`src/cca_pkg.sv`:
```
// Package: addresses, reset values and sizes of the counter-array access block
package cca_pkg;
  localparam int unsigned CCA_NUM_MODULES = 3;
  localparam int unsigned CCA_CNT_W = 16;
  localparam logic [7:0] CCA_ADDR_CNT_LO = 8'hf9;
  localparam logic [7:0] CCA_ADDR_CNT_HI = 8'hfa;
  localparam logic [7:0] CCA_ADDR_M0_LO = 8'hfb;
  localparam logic [7:0] CCA_ADDR_M0_HI = 8'hfc;
  localparam logic [7:0] CCA_ADDR_M1_LO = 8'he9;
  localparam logic [7:0] CCA_ADDR_M1_HI = 8'hea;
  localparam logic [7:0] CCA_ADDR_M2_LO = 8'heb;
  localparam logic [7:0] CCA_ADDR_M2_HI = 8'hec;
  localparam logic [7:0] CCA_BYTE_RST = 8'h00;
  localparam logic [15:0] CCA_WORD_RST = 16'h0000;
  localparam logic [7:0] CCA_UNMAPPED_RD = 8'h00;
  localparam int unsigned CCA_WDOG_MODULE = 2;
  localparam int unsigned CCA_BYTE_LO = 0;
  localparam int unsigned CCA_BYTE_HI = 8;
endpackage : cca_pkg

```
`src/cca_access.sv`:
```
// Register access for the 16-bit counter array: counter bytes, snapshot and module bytes
//
// Overview of operation
// - The counter low byte is a read/write register at 0xf9 that resets to zero.
// - Writes to the counter low byte are ignored while the watchdog enable bit is set.
// - Reading the counter high byte at 0xfa returns a snapshot refreshed only when the low byte is read.
// - Writes to the counter high byte are blocked while the watchdog enable bit is set.
// - Each module low-byte address reaches the compare low byte or the reload low byte per the reload select bit.
// - Writing a module low byte clears that module's compare function enable.
// - Each module high-byte address reaches the compare high byte or the reload high byte per the reload select bit.
// - Writing a module high byte sets that module's compare function enable.
// - A module with compare function enable set compares its value against the running counter.
// - While the watchdog enable bit is set, module 2 acts as watchdog and its mode register is write-protected.
`timescale 1ns/1ps
module cca_access
  import cca_pkg::*;
#(
  parameter int unsigned NUM_MODULES = CCA_NUM_MODULES
) (
  input wire logic clk_i,
  input wire logic rst_n_i,
  input wire logic [7:0] sfr_addr_i,
  input wire logic sfr_wr_i,
  input wire logic sfr_rd_i,
  input wire logic [7:0] sfr_wdata_i,
  input wire logic watchdog_enable_bit_i,
  input wire logic reload_select_bit_i,
  input wire logic count_tick_i,
  input wire logic [NUM_MODULES-1:0] mode_ecom_wr_i,
  input wire logic [NUM_MODULES-1:0] mode_ecom_val_i,
  output logic [7:0] sfr_rdata_o,
  output logic [15:0] counter_o,
  output logic [NUM_MODULES*16-1:0] compare_value_o,
  output logic [NUM_MODULES*16-1:0] reload_value_o,
  output logic [NUM_MODULES-1:0] compare_function_enable_o,
  output logic [NUM_MODULES-1:0] match_o,
  output logic watchdog_module_o
);
  // ****************************************************************
  // Address decode
  // ****************************************************************
  function automatic logic [7:0] lo_addr(input int unsigned m);
    case (m)
      0: lo_addr = CCA_ADDR_M0_LO;
      1: lo_addr = CCA_ADDR_M1_LO;
      default: lo_addr = CCA_ADDR_M2_LO;
    endcase
  endfunction : lo_addr

  function automatic logic [7:0] hi_addr(input int unsigned m);
    case (m)
      0: hi_addr = CCA_ADDR_M0_HI;
      1: hi_addr = CCA_ADDR_M1_HI;
      default: hi_addr = CCA_ADDR_M2_HI;
    endcase
  endfunction : hi_addr

  logic [15:0] cnt_q, cnt_d;
  logic [7:0] snap_q, snap_d;
  logic [7:0] rdata_q, rdata_d;
  logic wdog_q, wdog_d;
  logic wr_cnt_lo, wr_cnt_hi, rd_cnt_lo;
  logic [NUM_MODULES-1:0] wr_lo, wr_hi, rd_lo_sel, rd_hi_sel, ecom_wr;
  logic [7:0] ch_rd_lo [NUM_MODULES];
  logic [7:0] ch_rd_hi [NUM_MODULES];
  logic [15:0] ch_cmp [NUM_MODULES];
  logic [15:0] ch_rld [NUM_MODULES];

  assign wr_cnt_lo = sfr_wr_i && (sfr_addr_i == CCA_ADDR_CNT_LO);
  assign wr_cnt_hi = sfr_wr_i && (sfr_addr_i == CCA_ADDR_CNT_HI);
  assign rd_cnt_lo = sfr_rd_i && (sfr_addr_i == CCA_ADDR_CNT_LO);

  // ****************************************************************
  // Capture/compare modules
  // ****************************************************************
  for (genvar m = 0; m < NUM_MODULES; m++) begin : g_mod
    assign wr_lo[m] = sfr_wr_i && (sfr_addr_i == lo_addr(m));
    assign wr_hi[m] = sfr_wr_i && (sfr_addr_i == hi_addr(m));
    assign rd_lo_sel[m] = sfr_addr_i == lo_addr(m);
    assign rd_hi_sel[m] = sfr_addr_i == hi_addr(m);
    // Watchdog owns module 2's mode while enabled
    if (m == CCA_WDOG_MODULE) begin : g_wd
      assign ecom_wr[m] = mode_ecom_wr_i[m] && !watchdog_enable_bit_i;
    end else begin : g_nwd
      assign ecom_wr[m] = mode_ecom_wr_i[m];
    end
    cca_channel u_chan (
      .clk_i(clk_i),
      .rst_n_i(rst_n_i),
      .wr_lo_i(wr_lo[m]),
      .wr_hi_i(wr_hi[m]),
      .wdata_i(sfr_wdata_i),
      .reload_select_bit_i(reload_select_bit_i),
      .mode_ecom_wr_i(ecom_wr[m]),
      .mode_ecom_val_i(mode_ecom_val_i[m]),
      .count_i(cnt_q),
      .rd_lo_o(ch_rd_lo[m]),
      .rd_hi_o(ch_rd_hi[m]),
      .compare_o(ch_cmp[m]),
      .reload_o(ch_rld[m]),
      .ecom_o(compare_function_enable_o[m]),
      .match_o(match_o[m])
    );
    assign compare_value_o[m*16 +: 16] = ch_cmp[m];
    assign reload_value_o[m*16 +: 16] = ch_rld[m];
  end

  // ****************************************************************
  // Counter, snapshot and read data
  // ****************************************************************
  always_comb begin
    cnt_d = cnt_q;
    snap_d = snap_q;
    rdata_d = rdata_q;
    wdog_d = watchdog_enable_bit_i;
    // A software write to a counter byte wins over a count tick in the same cycle for that byte only; the other byte takes the ticked value
    if (count_tick_i) begin
      cnt_d = cnt_q + 16'h0001;
    end
    if (wr_cnt_lo && !watchdog_enable_bit_i) begin
      cnt_d[CCA_BYTE_LO +: 8] = sfr_wdata_i;
    end
    if (wr_cnt_hi && !watchdog_enable_bit_i) begin
      cnt_d[CCA_BYTE_HI +: 8] = sfr_wdata_i;
    end
    if (rd_cnt_lo) begin
      snap_d = cnt_q[CCA_BYTE_HI +: 8];
    end
    if (sfr_rd_i) begin
      rdata_d = CCA_UNMAPPED_RD;
      if (sfr_addr_i == CCA_ADDR_CNT_LO) begin
        rdata_d = cnt_q[CCA_BYTE_LO +: 8];
      end else if (sfr_addr_i == CCA_ADDR_CNT_HI) begin
        rdata_d = snap_q;
      end
      for (int m = 0; m < NUM_MODULES; m++) begin
        if (rd_lo_sel[m]) begin
          rdata_d = ch_rd_lo[m];
        end
        if (rd_hi_sel[m]) begin
          rdata_d = ch_rd_hi[m];
        end
      end
    end
  end

  always_ff @(posedge clk_i or negedge rst_n_i) begin
    if (!rst_n_i) begin
      cnt_q <= CCA_WORD_RST;
      snap_q <= CCA_BYTE_RST;
      rdata_q <= CCA_BYTE_RST;
      wdog_q <= 1'b0;
    end else begin
      cnt_q <= cnt_d;
      snap_q <= snap_d;
      rdata_q <= rdata_d;
      wdog_q <= wdog_d;
    end
  end

  assign sfr_rdata_o = rdata_q;
  assign counter_o = cnt_q;
  assign watchdog_module_o = wdog_q;
endmodule : cca_access

```
`src/cca_channel.sv`:
```
// One capture/compare module: compare value, auto-reload value and compare enable
`timescale 1ns/1ps
module cca_channel
  import cca_pkg::*;
(
  input wire logic clk_i,
  input wire logic rst_n_i,
  input wire logic wr_lo_i,
  input wire logic wr_hi_i,
  input wire logic [7:0] wdata_i,
  input wire logic reload_select_bit_i,
  input wire logic mode_ecom_wr_i,
  input wire logic mode_ecom_val_i,
  input wire logic [15:0] count_i,
  output logic [7:0] rd_lo_o,
  output logic [7:0] rd_hi_o,
  output logic [15:0] compare_o,
  output logic [15:0] reload_o,
  output logic ecom_o,
  output logic match_o
);
  logic [15:0] cmp_q, cmp_d, rld_q, rld_d;
  logic ecom_q, ecom_d, match_q, match_d;

  always_comb begin
    cmp_d = cmp_q;
    rld_d = rld_q;
    ecom_d = ecom_q;
    if (wr_lo_i) begin
      if (reload_select_bit_i) begin
        rld_d[CCA_BYTE_LO +: 8] = wdata_i;
      end else begin
        cmp_d[CCA_BYTE_LO +: 8] = wdata_i;
      end
      ecom_d = 1'b0;
    end else if (wr_hi_i) begin
      if (reload_select_bit_i) begin
        rld_d[CCA_BYTE_HI +: 8] = wdata_i;
      end else begin
        cmp_d[CCA_BYTE_HI +: 8] = wdata_i;
      end
      ecom_d = 1'b1;
    end else if (mode_ecom_wr_i) begin
      ecom_d = mode_ecom_val_i;
    end
    // Comparator only runs while enabled
    match_d = ecom_q && (count_i == cmp_q);
  end

  always_ff @(posedge clk_i or negedge rst_n_i) begin
    if (!rst_n_i) begin
      cmp_q <= CCA_WORD_RST;
      rld_q <= CCA_WORD_RST;
      ecom_q <= 1'b0;
      match_q <= 1'b0;
    end else begin
      cmp_q <= cmp_d;
      rld_q <= rld_d;
      ecom_q <= ecom_d;
      match_q <= match_d;
    end
  end

  // Readback follows the current select, even mid-sequence
  assign rd_lo_o = reload_select_bit_i ? rld_q[CCA_BYTE_LO +: 8] : cmp_q[CCA_BYTE_LO +: 8];
  assign rd_hi_o = reload_select_bit_i ? rld_q[CCA_BYTE_HI +: 8] : cmp_q[CCA_BYTE_HI +: 8];
  assign compare_o = cmp_q;
  assign reload_o = rld_q;
  assign ecom_o = ecom_q;
  assign match_o = match_q;
endmodule : cca_channel

```
`config.mk`:
```
export PLATFORM = sky130hd
export DESIGN_NAME = cca_access
export DESIGN_NICKNAME = d
export VERILOG_FILES = /design/src/cca_pkg.sv /design/src/cca_access.sv /design/src/cca_channel.sv
export SDC_FILE = /design/constraint.sdc
export NUM_CORES = 1
export LEC_CHECK = 0
export ABC_AREA = 0
export BUFFER_PORTS_ARGS = -buffer_cell sky130_fd_sc_hd__buf_2
export CAP_MARGIN = 5
export CELL_PAD_IN_SITES_DETAIL_PLACEMENT = 1
export CELL_PAD_IN_SITES_GLOBAL_PLACEMENT = 1
export CORE_MARGIN = 3
export CORE_UTILIZATION = 43
export CTS_CLUSTER_DIAMETER = 100
export DETAILED_ROUTE_END_ITERATION = 12
export GPL_TIMING_DRIVEN = 0
export PLACE_DENSITY = 0.82
export SLEW_MARGIN = 20
export SYNTH_ARGS = -nofsm -noshare
export SYNTH_HDL_FRONTEND = slang
export SYNTH_SLANG_ARGS = --single-unit
```
`constraint.sdc`:
```
create_clock -name clk_i -period 2 [get_ports clk_i]
set_input_delay 0.2 -clock clk_i [delete_from_list [all_inputs] [get_ports clk_i]]
set_output_delay 0.2 -clock clk_i [all_outputs]
set_load 0.05 [all_outputs]
```
==> impl_metrics.csv <==
group,metric,value,unit
critical_path,crit_chain,"clkbuf_1, nand3_1, nor2_2, nand3_1, xor2_1, a21oi_1",
sta,setup_slack,0.110,ns
sta,rsz0062_at_grt,"false",
sta,worst_pin_slew,0.768,ns
synthesis,synth_cell_types,50,
drt,viasPerCell,5.87,
status,status,"finished, final reports clean",
critical_path,required,2.27,ns
critical_path,cpMaxStageDelayCell,"clkbuf_1",
critical_path,path_max_fanout,7,
synthesis,synth_area,7110,um^2
critical_path,critPathMaxStageDelay,0.38,ns
sta,hold_violations,0,
cts,cts_made_buffers,17,
floorplanning,fp.coreArea,16100,um^2
drt,dr.pass1.iters,5,
cts,cts_tree,"done",
final_layout,final_nets,788,
critical_path,worst_path_most_repeated_cell,"nand3_1",
final_layout,final_area,8840,um^2
critical_path,criticalPathCategory,"flip-flop to flip-flop",
cts,clockBufferDepth,2,
placed_design,pre_cts_ws,-0.144,ns
global_routing,grt_remaining_overflow,0,
cts,path_clk_slew,0.06,ns
final_layout,antenna_cells,0,
synthesis,syn-num-nets,616,
critical_path,rrSetupSlack,0.11,ns
critical_path,cp.buffers_inverters,1,
synthesis,ys_seq_area_share,47.5,%
synthesis,yosysWarnings,0,
cts,clkLatencyLatePin,0.42,ns
placed_design,placed_area,8180,um^2
drt,ant_nets,0,
critical_path,path_delay_family,"simple AND/OR/NAND/NOR gates",
power_and_ir_drop,ir_drop,610,uV
final_layout,drive_above_1_share,43.6,%
cts,cts-root-buf,"clkbuf_16",
critical_path,cp-start-kind,"flip-flop",
drt,drt_first_iter_violations,394,
floorplanning,die_w,135,um
synthesis,ys_ff_latch,135,
drt,wl,25400,um
sta,maxSlewViolCount,0,
global_routing,grt_max_degree,103,
sta,fin_worst_skew,0.00660,ns
job,maxCapViolCount,0,
power_and_ir_drop,p_per_area,954,nW/um^2
sta,post-route-min-period,1.89,ns
cts,cts.sinks,135,
floorplanning,ios,156,
synthesis,synth_edf_count,0,
global_routing,grt_pass1_vias,6313,
sta,slew_headroom,48.8,%
drt,route.detailed.drc,0,
final_layout,synthToLayoutAreaGrowth,24.3,%
critical_path,worstPathArrival,2.16,ns
synthesis,syn_inst,586,
global_routing,grt_usage,28.4,%
sta,setup_viol,0,
power_and_ir_drop,power.leakage,4.51,nW
floorplanning,rows,46,
synthesis,yosys.area.top_type_share,47.5,%
cts,post_cts_buffers,0,
synthesis,post-synth-top-area-cell,"dfrtp_1",
synthesis,synth.avg_cell_area,12.1,um^2
global_routing,grt_pass1_wl,38500,um
floorplanning,start_util,44.3,%
sta,fmax,529,MHz
floorplanning,die_area,18100,um^2
synthesis,synth_async_sr_flop_share,100,%
critical_path,endpoint_kind,"flip-flop",
drt,wl_per_cell,25.7,um
cts,htreeDepth,4,
placed_design,port-buffer-count,152,
synthesis,synth_area_leaders,"dfrtp_1, mux2_2, xnor2_1",
min_path,hold_path_class,"input port to flip-flop",
synthesis,synth_top_flop_cell,"dfrtp_1",
drt,vias,5790,
floorplanning,die_y,135,um
sta,fin_crit_sh,94.5,%
placed_design,place_congestion,0.931,
global_routing,antenna_found_initial,0,
placed_design,dpl.hpwl,18700,um
==> repair_timing <==
action | 4_1_cts | 5_1_grt
gates resized for setup | 1 | 2
endpoints found under the setup margin | 1 | 6
hold endpoints to repair | 34 | 0
pin swaps | 0 | 0
hold buffers | 2 | 0
==> final cells by class <==
| class | count | area [um^2] |
|---|---|---|
| fill | 1715 | 7220 |
| clock buffer | 19 | 433 |
| multi-input combinational | 397 | 3460 |
| tap | 216 | 270 |
| clock inverter | 13 | 203 |
| buffer | 50 | 269 |
| timing repair buffer | 155 | 818 |
| sequential | 135 | 3380 |
| inverter | 2 | 7.51 |
==> power breakdown <==
part           internal (mW)  switching [mW]
sequential              2.89           0.168
combinational          0.584            1.36
clock                   2.21            1.23
==> per-stage QoR <==
stage                     hold WS (ns)  total power [mW]  setup TNS [ns]  std cells  utilization, %
final                           0.0830              8.43               0        987            55.0
after global routing            0.0873              8.71               0        987            55.0
after CTS                       0.0709              8.44               0        988            55.0
after detailed placement        0.0862              5.01          -0.150        955            50.9
after global placement           0.342              4.95         -143.89        954            50.7
after floorplan                -0.0956              4.39               0        586               -
==> final timing paths <==
check	start	to	depth (start not counted)
worst max-delay path	counter_o[1]	counter_o[13]	6
worst min-delay path	sfr_wdata_i[7]	g_mod[0].u_chan.compare_o[15]	2
worst max register to register	counter_o[1]	counter_o[13]	6
worst min register to register	snap_q[6]	snap_q[6]	2
max in group asynchronous	rst_n_i	g_mod[0].u_chan.reload_o[12]	3
min in group asynchronous	rst_n_i	counter_o[11]	2
==> cell usage in the layout (no fill, tap or decap), types with 4 or more instances in the layout <==
cell,instances
o21ai_0,9
mux4_2,7
a21oi_1,19
a221o_1,7
mux2i_1,30
a21o_1,7
mux2_2,95
nand2_1,26
nor2_1,17
xor2_1,22
buf_2,165
dfrtp_1,134
clkbuf_16,17
clkinv_2,4
nor3_4,4
bufinv_16,5
o221a_2,4
mux2_1,16
and4_1,4
o22ai_1,7
nand3_1,14
xnor2_1,41
a31oi_1,7
buf_4,11
clkbuf_1,24
nand4_1,14
nor4_1,5
==> sequential cells by signal, indices dropped and copies added (netlist names) <==
signal / flops
snap_q: 8
g_mod.u_chan.compare_o: 48
watchdog_module_o: 1
g_mod.u_chan.ecom_o: 3
g_mod.u_chan.reload_o: 48
sfr_rdata_o: 8
counter_o: 16
g_mod.u_chan.match_o: 3
==> cell families (layout without fill, tap and decap cells) <==
| kind of cell | count (synthesis) | in the layout | share of synthesized area, % |
|---|---|---|---|
| AND/OR/NAND/NOR | 114 | 114 | 9.49 |
| AO/OA/AOI/OAI | 71 | 71 | 7.04 |
| XOR/XNOR | 63 | 63 | 7.76 |
| multiplexers | 148 | 148 | 24.0 |
| flip-flops | 135 | 135 | 47.5 |
| buffers and inverters | 54 | 239 | 4.00 |
| adder cells (fa/ha/maj) | 1 | 1 | 0.176 |
==> cell usage after synthesis (11+ instances only) <==
| library cell | count |
|---|---|
| dfrtp_1 | 135 |
| mux2_1 | 16 |
| clkbuf_1 | 24 |
| xor2_1 | 22 |
| mux2_2 | 95 |
| buf_4 | 11 |
| nand3_1 | 14 |
| a21oi_1 | 19 |
| nand4_1 | 14 |
| mux2i_1 | 30 |
| nand2_1 | 26 |
| buf_2 | 14 |
| nor2_1 | 18 |
| xnor2_1 | 41 |
==> metal layers <==
metal | vias up | wire (um) | global-route usage, %
li1 | 2462 | - | -
met1 | 3011 | 10500 | 36.8
met2 | 269 | 12700 | 48.1
met3 | 48 | 1660 | 5.74
met4 | 0 | 573 | 9.50
met5 | - | 0 | 0
Power figures use the tool's default switching activity.
